**src/verilog/agc_pkg.sv**
```systemverilog
// constants and types shared by the automatic gain controller
package agc_pkg;

    // ------------------------------------
    // register port geometry and offsets
    // ------------------------------------
    localparam int         ADDR_W      = 4;
    localparam int         DATA_W      = 8;
    localparam logic [3:0] OFS_CTRL    = 4'h0;
    localparam logic [3:0] OFS_FIXED   = 4'h1;
    localparam logic [3:0] OFS_MAXG    = 4'h2;
    localparam logic [3:0] OFS_LIMIT   = 4'h3;
    localparam logic [3:0] OFS_NGATE   = 4'h4;
    localparam logic [3:0] OFS_ATTACK  = 4'h5;
    localparam logic [3:0] OFS_RELEASE = 4'h6;
    localparam logic [3:0] OFS_HOLD    = 4'h7;
    localparam logic [3:0] OFS_GAIN    = 4'h8;
    localparam logic [3:0] OFS_STATUS  = 4'h9;

    // ------------------------------------
    // control and status field positions
    // ------------------------------------
    localparam int CTRL_AGC_EN   = 0;
    localparam int CTRL_COMP_EN  = 1;
    localparam int CTRL_LIM_EN   = 2;
    localparam int CTRL_HOLD_EN  = 3;
    localparam int CTRL_SHDN     = 4;
    localparam int CTRL_RATIO_LO = 5;
    localparam int CTRL_RATIO_HI = 6;
    localparam int STAT_ACTIVE   = 0;
    localparam int STAT_FROZEN   = 1;
    localparam int STAT_LIMITING = 2;
    localparam int STAT_LAST_DN  = 3;
    localparam int STAT_AT_MAX   = 4;
    localparam int STAT_AT_MIN   = 5;

    // ------------------------------------
    // reset values
    // ------------------------------------
    localparam logic [7:0] CTRL_RST    = 8'h2F;  // on, 2:1, hold on
    localparam logic [7:0] FIXED_RST   = 8'h06;  // 6 dB
    localparam logic [7:0] MAXG_RST    = 8'h1E;  // 30 dB
    localparam logic [7:0] LIMIT_RST   = 8'h0C;  // 6 dBV
    localparam logic [7:0] NGATE_RST   = 8'hA0;  // -48 dBV
    localparam logic [7:0] ATTACK_RST  = 8'h05;
    localparam logic [7:0] RELEASE_RST = 8'h0A;
    localparam logic [7:0] HOLD_RST    = 8'h14;

    // ------------------------------------
    // timing: fine tick paces attack, coarse tick release and hold
    // ------------------------------------
    localparam int         CLK_PERIOD_NS  = 100;
    localparam int         FINE_TICK_NS   = 100000;
    localparam int         FINE_TICK_CYC  = FINE_TICK_NS / CLK_PERIOD_NS;
    localparam int         COARSE_TICK_NS = 10000000;
    localparam int         COARSE_PER_FINE = COARSE_TICK_NS / FINE_TICK_NS;
    localparam int         PRE_W          = 10;
    localparam int         CRS_W          = 7;
    localparam logic [9:0] FINE_LAST      = 10'(FINE_TICK_CYC - 1);
    localparam logic [6:0] COARSE_LAST    = 7'(COARSE_PER_FINE - 1);

    // ------------------------------------
    // gain arithmetic, levels in half-decibel units except the FIX_* and MAXG_TOP limits in whole dB
    // ------------------------------------
    localparam int                GAIN_W       = 10;
    localparam int                GOUT_W       = 7;
    localparam logic signed [9:0] GAIN_STEP    = 10'sd1;   // 0.5 dB
    localparam logic signed [9:0] GAIN_MIN     = -10'sd56; // -28 dB
    localparam logic signed [9:0] GAIN_MAX     = 10'sd60;  // 30 dB
    localparam logic signed [9:0] FIX_MIN_COMP = -10'sd28; // whole dB
    localparam logic signed [9:0] FIX_MIN_NOCP = 10'sd0;
    localparam logic signed [9:0] FIX_MAX      = 10'sd30;
    localparam logic        [4:0] MAXG_TOP     = 5'd30;
    localparam logic signed [9:0] PIVOT_LVL    = 10'sd20;  // 10 dBV
    localparam logic signed [9:0] DEADBAND     = 10'sd1;

    // ------------------------------------
    // controller states
    // ------------------------------------
    typedef enum logic [2:0] {
        ST_FIXED  = 3'b001,
        ST_RUN    = 3'b010,
        ST_FROZEN = 3'b100
    } agc_state_t;

endpackage

```
**src/verilog/agc_timer.sv**
```systemverilog
// interval counter that gates attack, release and hold steps
`timescale 1ns/1ps
module agc_timer
    import agc_pkg::*;
(
    // clock and reset
    input  wire logic       clk_sys,
    input  wire logic       sys_rst,
    // control
    input  wire logic       restart,
    input  wire logic       tick,
    input  wire logic [7:0] load_val,
    // status
    output logic            done
);

    logic [7:0] cnt;
    logic [7:0] next_cnt;

    // ------------------------------------
    // count down on ticks, reload on every gain step
    // ------------------------------------
    always_comb begin
        next_cnt = cnt;
        if (restart) begin
            next_cnt = load_val;
        end else if (tick && cnt != 8'h00) begin
            next_cnt = cnt - 8'h01;
        end
    end

    // count register
    always_ff @(posedge clk_sys) begin
        if (sys_rst) begin
            cnt <= 8'h00;
        end else begin
            cnt <= next_cnt;
        end
    end

    // interval over once the count reaches zero
    assign done = (cnt == 8'h00);

endmodule

```
**src/verilog/agc_gain_ctrl.sv**
```systemverilog
// automatic gain controller: envelope in, gain step decisions out
//
// Functional notes
// each automatic gain change moves exactly one half-decibel step
// successive decreases are spaced by at least the attack interval
// successive increases are spaced by at least the release interval
// first increase after a decrease waits for the hold interval
// envelope below noise gate freezes gain, no steps taken
// gain loads the fixed setting on leaving shutdown or when disabled
// with automatic control inactive the gain equals the fixed setting
// maximum gain bounds the target; gain never raised above it (code still loads a fixed setting above it when inactive or enabling)
// gain reduced while output stays above the limiter level
// nearly constant envelope leaves gain unchanged
// above limiter with no attack pending, decrease now, restart timers
// still above limiter when attack ends: one step down, timers restart
// release over and output below target: one step up, timers restart
// fixed gain -28..30 dB with compression, 0..30 dB without
// ratio N:1 gives one dB output change per N dB input change
// gain change equals input change times one minus one over ratio
// compression curve pivots at 10 dBV input, fixed gain shifts output
// all three timers restart after every gain step
// hold replaces release only for first increase, release when off
// intervals are clock-driven counters reloaded and compared to zero
// gain code saturates at its lowest and highest step values
`timescale 1ns/1ps
module agc_gain_ctrl
    import agc_pkg::*;
(
    // clock and reset
    input  wire logic              clk_sys,
    input  wire logic              sys_rst,
    // register port
    input  wire logic [ADDR_W-1:0] reg_addr,
    input  wire logic [DATA_W-1:0] reg_wdata,
    input  wire logic              reg_wr,
    input  wire logic              reg_rd,
    output logic      [DATA_W-1:0] reg_rdata,
    // envelope detector, level in half-dBV
    input  wire logic signed [7:0] env_level,
    // programmable gain amplifier
    output logic signed [GOUT_W-1:0] gain_code,
    output logic                   step_up,
    output logic                   step_down,
    output logic                   agc_active
);

    // ------------------------------------
    // software settings
    // ------------------------------------
    logic [7:0] ctrl, fixed, maxg, limit, ngate, t_att, t_rel, t_hold;
    logic [7:0] next_ctrl, next_fixed, next_maxg, next_limit;
    logic [7:0] next_ngate, next_t_att, next_t_rel, next_t_hold;
    logic [7:0] next_rdata, status;
    logic signed [GAIN_W-1:0] gain;

    // register writes steer the settings
    always_comb begin
        next_ctrl   = ctrl;
        next_fixed  = fixed;
        next_maxg   = maxg;
        next_limit  = limit;
        next_ngate  = ngate;
        next_t_att  = t_att;
        next_t_rel  = t_rel;
        next_t_hold = t_hold;
        if (reg_wr) begin
            unique case (reg_addr)
                OFS_CTRL:    next_ctrl   = reg_wdata;
                OFS_FIXED:   next_fixed  = reg_wdata;
                OFS_MAXG:    next_maxg   = reg_wdata;
                OFS_LIMIT:   next_limit  = reg_wdata;
                OFS_NGATE:   next_ngate  = reg_wdata;
                OFS_ATTACK:  next_t_att  = reg_wdata;
                OFS_RELEASE: next_t_rel  = reg_wdata;
                OFS_HOLD:    next_t_hold = reg_wdata;
                default:     next_ctrl   = ctrl;  // read-only or unmapped
            endcase
        end
    end

    // read data valid only in the cycle after the read strobe
    always_comb begin
        next_rdata = 8'h00;
        if (reg_rd) begin
            unique case (reg_addr)
                OFS_CTRL:    next_rdata = ctrl;
                OFS_FIXED:   next_rdata = fixed;
                OFS_MAXG:    next_rdata = maxg;
                OFS_LIMIT:   next_rdata = limit;
                OFS_NGATE:   next_rdata = ngate;
                OFS_ATTACK:  next_rdata = t_att;
                OFS_RELEASE: next_rdata = t_rel;
                OFS_HOLD:    next_rdata = t_hold;
                OFS_GAIN:    next_rdata = gain[7:0];
                OFS_STATUS:  next_rdata = status;
                default:     next_rdata = 8'h00;
            endcase
        end
    end

    // settings and read data registers
    always_ff @(posedge clk_sys) begin
        if (sys_rst) begin
            ctrl      <= CTRL_RST;
            fixed     <= FIXED_RST;
            maxg      <= MAXG_RST;
            limit     <= LIMIT_RST;
            ngate     <= NGATE_RST;
            t_att     <= ATTACK_RST;
            t_rel     <= RELEASE_RST;
            t_hold    <= HOLD_RST;
            reg_rdata <= 8'h00;
        end else begin
            ctrl      <= next_ctrl;
            fixed     <= next_fixed;
            maxg      <= next_maxg;
            limit     <= next_limit;
            ngate     <= next_ngate;
            t_att     <= next_t_att;
            t_rel     <= next_t_rel;
            t_hold    <= next_t_hold;
            reg_rdata <= next_rdata;
        end
    end

    // ------------------------------------
    // timebase: fine tick every 0.1 ms, coarse tick every 10 ms
    // ------------------------------------
    logic [PRE_W-1:0] pre_cnt, next_pre_cnt;
    logic [CRS_W-1:0] crs_cnt, next_crs_cnt;
    logic             fine_tick, coarse_tick;

    always_comb begin
        fine_tick    = (pre_cnt == FINE_LAST);
        coarse_tick  = fine_tick && (crs_cnt == COARSE_LAST);
        next_pre_cnt = fine_tick ? '0 : pre_cnt + 10'd1;
        next_crs_cnt = crs_cnt;
        if (coarse_tick) begin
            next_crs_cnt = '0;
        end else if (fine_tick) begin
            next_crs_cnt = crs_cnt + 7'd1;
        end
    end

    // prescaler registers
    always_ff @(posedge clk_sys) begin
        if (sys_rst) begin
            pre_cnt <= '0;
            crs_cnt <= '0;
        end else begin
            pre_cnt <= next_pre_cnt;
            crs_cnt <= next_crs_cnt;
        end
    end

    // ------------------------------------
    // interval timers
    // ------------------------------------
    logic restart_all, att_done, rel_done, hold_done;

    // counted intervals
    agc_timer u_attack (
        .clk_sys  (clk_sys),
        .sys_rst  (sys_rst),
        .restart  (restart_all),
        .tick     (fine_tick),
        .load_val (t_att),
        .done     (att_done)
    );
    agc_timer u_release (
        .clk_sys  (clk_sys),
        .sys_rst  (sys_rst),
        .restart  (restart_all),
        .tick     (coarse_tick),
        .load_val (t_rel),
        .done     (rel_done)
    );
    agc_timer u_hold (
        .clk_sys  (clk_sys),
        .sys_rst  (sys_rst),
        .restart  (restart_all),
        .tick     (coarse_tick),
        .load_val (t_hold),
        .done     (hold_done)
    );

    // ------------------------------------
    // target gain from the compression curve
    // ------------------------------------
    logic signed [GAIN_W-1:0] fix_db, fix_code, max_code, env_x;
    logic signed [GAIN_W-1:0] lim_x, gate_x, delta, comp, desired, out_lvl;
    logic        [4:0]        maxg_c;
    logic        [1:0]        ratio;
    logic                     en_agc, en_comp, en_lim, en_hold, shdn;
    logic                     gated, over_lim, up_room;

    always_comb begin
        en_agc  = ctrl[CTRL_AGC_EN];
        en_comp = ctrl[CTRL_COMP_EN];
        en_lim  = ctrl[CTRL_LIM_EN];
        en_hold = ctrl[CTRL_HOLD_EN];
        shdn    = ctrl[CTRL_SHDN];
        ratio   = ctrl[CTRL_RATIO_HI:CTRL_RATIO_LO];
        env_x   = GAIN_W'(env_level);
        lim_x   = GAIN_W'($signed(limit));
        gate_x  = GAIN_W'($signed(ngate));
        // fixed gain range depends on compression
        fix_db  = GAIN_W'($signed(fixed[5:0]));
        if (fix_db > FIX_MAX) begin
            fix_db = FIX_MAX;
        end else if (en_comp && fix_db < FIX_MIN_COMP) begin
            fix_db = FIX_MIN_COMP;
        end else if (!en_comp && fix_db < FIX_MIN_NOCP) begin
            fix_db = FIX_MIN_NOCP;
        end
        fix_code = fix_db <<< 1;
        maxg_c   = (maxg[4:0] > MAXG_TOP) ? MAXG_TOP : maxg[4:0];
        max_code = $signed({4'h0, maxg_c, 1'b0});
        // input offset measured from the pivot
        delta    = PIVOT_LVL - env_x;
        // gain change is delta times (1 - 1/ratio)
        comp     = delta - (delta >>> ratio);
        // ratio field selects 1:1, 2:1, 4:1 or 8:1
        desired  = en_comp ? fix_code + comp : fix_code;
        // maximum gain caps the target
        if (desired > max_code) begin
            desired = max_code;
        end
        if (desired < GAIN_MIN) begin
            desired = GAIN_MIN;
        end
        out_lvl  = env_x + gain;
        // output above limiter calls for a decrease
        over_lim = en_lim && (out_lvl > lim_x);
        up_room  = !en_lim || (out_lvl + GAIN_STEP <= lim_x);
        // noise gate
        gated    = (env_x < gate_x);
    end

    // ------------------------------------
    // step decision and state machine
    // ------------------------------------
    agc_state_t               state, next_state;
    logic signed [GAIN_W-1:0] next_gain;
    logic                     last_dn, next_last_dn;
    logic                     want_dn, want_up, up_ready, do_dn, do_up;
    logic                     next_step_up, next_step_down, next_agc_active;

    always_comb begin
        // dead band keeps gain still on a steady envelope
        want_dn  = over_lim || (gain > desired + DEADBAND);
        want_up  = (gain < desired - DEADBAND) && up_room;
        // hold after a decrease, release otherwise
        up_ready = (last_dn && en_hold) ? hold_done : rel_done;
        // decrease only once attack is over
        do_dn    = (state == ST_RUN) && !gated && want_dn && att_done
                   && (gain > GAIN_MIN);
        // increase only once release or hold is over
        do_up    = (state == ST_RUN) && !want_dn && want_up && up_ready
                   && !gated && (gain < GAIN_MAX) && (gain < max_code);
        // every step restarts all timers
        restart_all    = do_dn || do_up;
        next_state     = state;
        next_gain      = gain;
        next_last_dn   = last_dn;
        next_step_up   = do_up;
        next_step_down = do_dn;
        unique case (state)
            ST_FIXED: begin
                // inactive control tracks the fixed gain
                next_gain    = fix_code;
                next_last_dn = 1'b0;
                if (en_agc && !shdn) begin
                    next_state = ST_RUN;
                end
            end
            ST_RUN: begin
                // one half-dB step, guarded at both ends
                if (do_dn) begin
                    next_gain    = gain - GAIN_STEP;
                    next_last_dn = 1'b1;
                end else if (do_up) begin
                    next_gain    = gain + GAIN_STEP;
                    next_last_dn = 1'b0;
                end
                if (!en_agc || shdn) begin
                    next_state = ST_FIXED;
                end else if (gated) begin
                    next_state = ST_FROZEN;
                end
            end
            ST_FROZEN: begin
                // gain held while below the noise gate
                if (!en_agc || shdn) begin
                    next_state = ST_FIXED;
                end else if (!gated) begin
                    next_state = ST_RUN;
                end
            end
            default: next_state = ST_FIXED;
        endcase
        next_agc_active = (next_state != ST_FIXED);
    end

    // controller registers
    always_ff @(posedge clk_sys) begin
        if (sys_rst) begin
            state     <= ST_FIXED;
            gain      <= '0;
            last_dn   <= 1'b0;
            step_up   <= 1'b0;
            step_down <= 1'b0;
            agc_active <= 1'b0;
        end else begin
            state     <= next_state;
            gain      <= next_gain;
            last_dn   <= next_last_dn;
            step_up   <= next_step_up;
            step_down <= next_step_down;
            agc_active <= next_agc_active;
        end
    end

    // ------------------------------------
    // outputs and status
    // ------------------------------------
    always_comb begin
        status                = 8'h00;
        status[STAT_ACTIVE]   = (state != ST_FIXED);
        status[STAT_FROZEN]   = (state == ST_FROZEN);
        status[STAT_LIMITING] = over_lim;
        status[STAT_LAST_DN]  = last_dn;
        status[STAT_AT_MAX]   = (gain >= max_code);
        status[STAT_AT_MIN]   = (gain <= GAIN_MIN);
    end

    assign gain_code = gain[GOUT_W-1:0];

endmodule

```
**config.mk**
```make
export PLATFORM = sky130hd
export DESIGN_NAME = agc_gain_ctrl
export DESIGN_NICKNAME = d
export VERILOG_FILES = /design/src/verilog/agc_pkg.sv /design/src/verilog/agc_timer.sv /design/src/verilog/agc_gain_ctrl.sv
export SDC_FILE = /design/constraint.sdc
export NUM_CORES = 1
export LEC_CHECK = 0
export ABC_AREA = 1
export BUFFER_PORTS_ARGS = -buffer_cell sky130_fd_sc_hd__buf_2
export CORE_MARGIN = 3
export CORE_UTILIZATION = 30
export DETAILED_ROUTE_END_ITERATION = 10
export GPL_TIMING_DRIVEN = 0
export SYNTH_ARGS = -nofsm -noshare
export SYNTH_HDL_FRONTEND = slang
export SYNTH_SLANG_ARGS = --single-unit
```
**constraint.sdc**
```tcl
create_clock -name clk_sys -period 13 [get_ports clk_sys]
set_input_delay 2.6 -clock clk_sys [delete_from_list [all_inputs] [get_ports clk_sys]]
set_output_delay 2.6 -clock clk_sys [all_outputs]
set_load 0.02 [all_outputs]
```
==> key figures <==
Outcome
  • Outcome: complete, no violations

Finish
  • Fraction of layout cells with a size suffix above 1: 0.0866
  • Nets: 1,753
  • Area growth, synth to finish: 12.9%
  • Ant. Diodes: 0
  • Regs by FF count: gain: 10 flops, pre_cnt: 10 flops

Yosys
  • Sequential cell area fraction in the yosys report: 0.253
  • Post-synth EDFFs: 0
  • Post-synth cell types: 54
  • Syn nets: 1,694
  • Yosys Warn Count: 0
  • Synthesized instance count: 1,568
  • Top post-synthesis cells by area: dfxtp_1 (25%), nand2_1 (11%), ha_1 (11%)
  • Main flop type after synthesis: dfxtp_1
  • Count leader, synth: nand2_1
  • Post-Syn Area: 0.0103 sq mm
  • Yosys reg bits: 130
  • Syn_area_per_cell: 6.57 sq um
  • Leading area contributor after synthesis: dfxtp_1
  • Synth top cells by count: nand2_1 (314), inv_1 (237), nor2_1 (205)
  • Async S/R FF share, synth: 0
  • Top cell type's share of synthesized area: 0.253

Clock network
  • Sink Count: 130
  • Worst-skew pair later-pin latency: 0.43 ns
  • Cts bufs inserted: 17
  • Clk pin slew, worst setup/hold paths: 0.06 ns
  • CTS Root Cell: clkbuf_16
  • Max H-tree Level: 4
  • CTS tree: yes
  • Max clock buf depth: 2
  • Post CTS Setup Buffer Count: 0

Global routing
  • GRT met1 Usage: 0.234
  • Global Route Usage Sum: 0.175
  • First-pass GRT wire length: 50,500 microns
  • GR Layer Usage met3: 0.0312
  • Vias in the first global route: 9,612
  • Largest net degree at the start of global routing: 17
  • Initial antenna violation count: 0
  • GRT busiest layer: met2
  • M2 GR Usage: 0.283
  • Global route overflow: 0

Min path
  • Hold Crit Depth: 1
  • Hold Path Class: flip-flop to flip-flop

Worst setup path
  • Worst r2r path cells: 59
  • Most Frequent Cell on Critical Path: nand2_1
  • Crit path largest cell delay: 0.51 ns
  • Worst Setup Path Type: input pin to flip-flop
  • Startpoint types: input pin
  • WP buf/inv: 5
  • Kind of cell adding the most delay to the critical path: simple AND/OR/NAND/NOR gates
  • Data arrival time of the worst path: 12.20 ns
  • CP required: 13.37 ns
  • Critical path depth: 64
  • Slowest CP cell: fa_1
  • CP max FO: 10
  • Kind of end point of the critical path: flip-flop

Power
  • Pwr dens: 147 mW/mm^2
  • Internal power: 975 uW
  • Seq pwr share: 0.267
  • Clock network fraction of design power: 0.271
  • Tot Pwr: 1700 uW
  • Maximum vdd drop: 99.4 uV
  • Leak: 0.00563 uW
  • Switching Fraction: 0.428
  • Logic pwr share: 0.462
  • Sw power: 730 uW

Routing
  • Vias: 10,300
  • WL final: 31,900 microns
  • Per-cell routed wire length: 15.3 microns
  • ANT nets after route: 0
  • DR DRC count: 0
  • Vias/cell: 4.91
  • Iter 0 DRT Violations: 691
  • Initial DRT Pass Iterations: 5

Placement
  • Dpl hpwl: 25,700 microns
  • Port Buf Inserts: 40
  • GPL Wtd Cong: 0.955

Floorplanning
  • Core Box Area: 0.0337 sq mm
  • Placement Rows: 67
  • # IOs: 42
  • DIE AREA: 0.0366 sq mm
  • Die Ht: 191 microns
  • Die span in x: 191 microns
  • Initial Util: 0.306

Timing
  • Final Hold Vio Count: 0
  • Peak Freq: 84.5 MHz
  • Slew Viols, Final: 0
  • Clock Skew: 0.0101 ns
  • Worst-Margin Slew: 0.699 ns
  • Relative slew slack: 0.534
  • Fin crit share: 0.910
  • Min Tclk post-route: 11.83 ns
  • Setup TNS: 0 ns
  • Hold slack: 0.445 ns
  • Count of final setup violators: 0
  • RSZ-0062 raised after global routing: false

Flow run
  • MaxCap Viol Count: 0
[area by class of cell]
type,instances,area [sq um]
fillers,3684,22100
multi-input cells,1154,6530
flip-flops and latches,130,2600
inverters,244,916
well taps,448,561
clock buffers,22,484
plain buffers,40,246
repair buffers,40,200
clock inverters,10,82.6
[final timing paths]
path                                    from          to  slack, ns
worst max-delay path            env_level[1]     gain[8]       1.17
worst min-delay path              pre_cnt[0]  pre_cnt[0]       0.44
worst max register to register       ctrl[1]     gain[8]       3.40
worst min register to register    pre_cnt[0]  pre_cnt[0]       0.44
[placed cells by master, fill, tap and decap left out, types with 10 or more instances in the layout]
cell	count
nor3_1	18
buf_2	41
nand4_1	26
clkbuf_16	17
buf_4	10
o211ai_1	13
a221oi_1	10
nand3_1	89
inv_1	236
dfxtp_1	130
a21oi_1	120
clkbuf_1	21
xnor2_1	12
o21ai_0	99
ha_1	93
nand2_1	314
nor2_1	205
o22ai_1	17
xor2_1	32
[what timing repair did]
action	in CTS	in global routing
hold buffers	0	0
setup endpoints to repair	0	1
gates resized for setup	0	1
[power groups by stage]
stage	Combinational (uW)	Sequential, uW	Clock (uW)
after floorplan	600	446	0
after global placement	770	463	0
after detailed placement	785	464	0
after CTS	790	455	468
after global routing	907	458	487
final	787	455	462
[through the flow]
| step | area (sq um) | std cells | setup WS [ns] | utilization |
|---|---|---|---|---|
| after global placement | 11100 | 2056 | 0.778 | 0.328 |
| after global routing | 11600 | 2088 | 0.0233 | 0.345 |
| after detailed placement | 11100 | 2056 | 0.659 | 0.328 |
| after CTS | 11600 | 2088 | 1.04 | 0.345 |
| after floorplan | 10300 | 1568 | 2.36 | - |
| final | 11600 | 2088 | 1.17 | 0.345 |
[logic make-up (layout without fill, tap and decap cells)]
group	Yosys count	in the layout	share of synthesized area
simple gates	711	711	0.304
compound gates	297	297	0.162
buf+inv	284	356	0.113
flops	130	130	0.253
fa+ha+maj	102	102	0.131
xor+xnor	44	44	0.0374
[metal layers]
| layer | vias up | part of all wire | wire length, microns |
|---|---|---|---|
| met2 | 266 | 0.45 | 14200 |
| met4 | 0 | 0.036 | 1160 |
| met1 | 4654 | 0.46 | 14800 |
| met5 | - | 0 | 0 |
| met3 | 68 | 0.053 | 1710 |
| li1 | 5265 | - | - |
No activity file was read; power rests on OpenSTA's default activity.
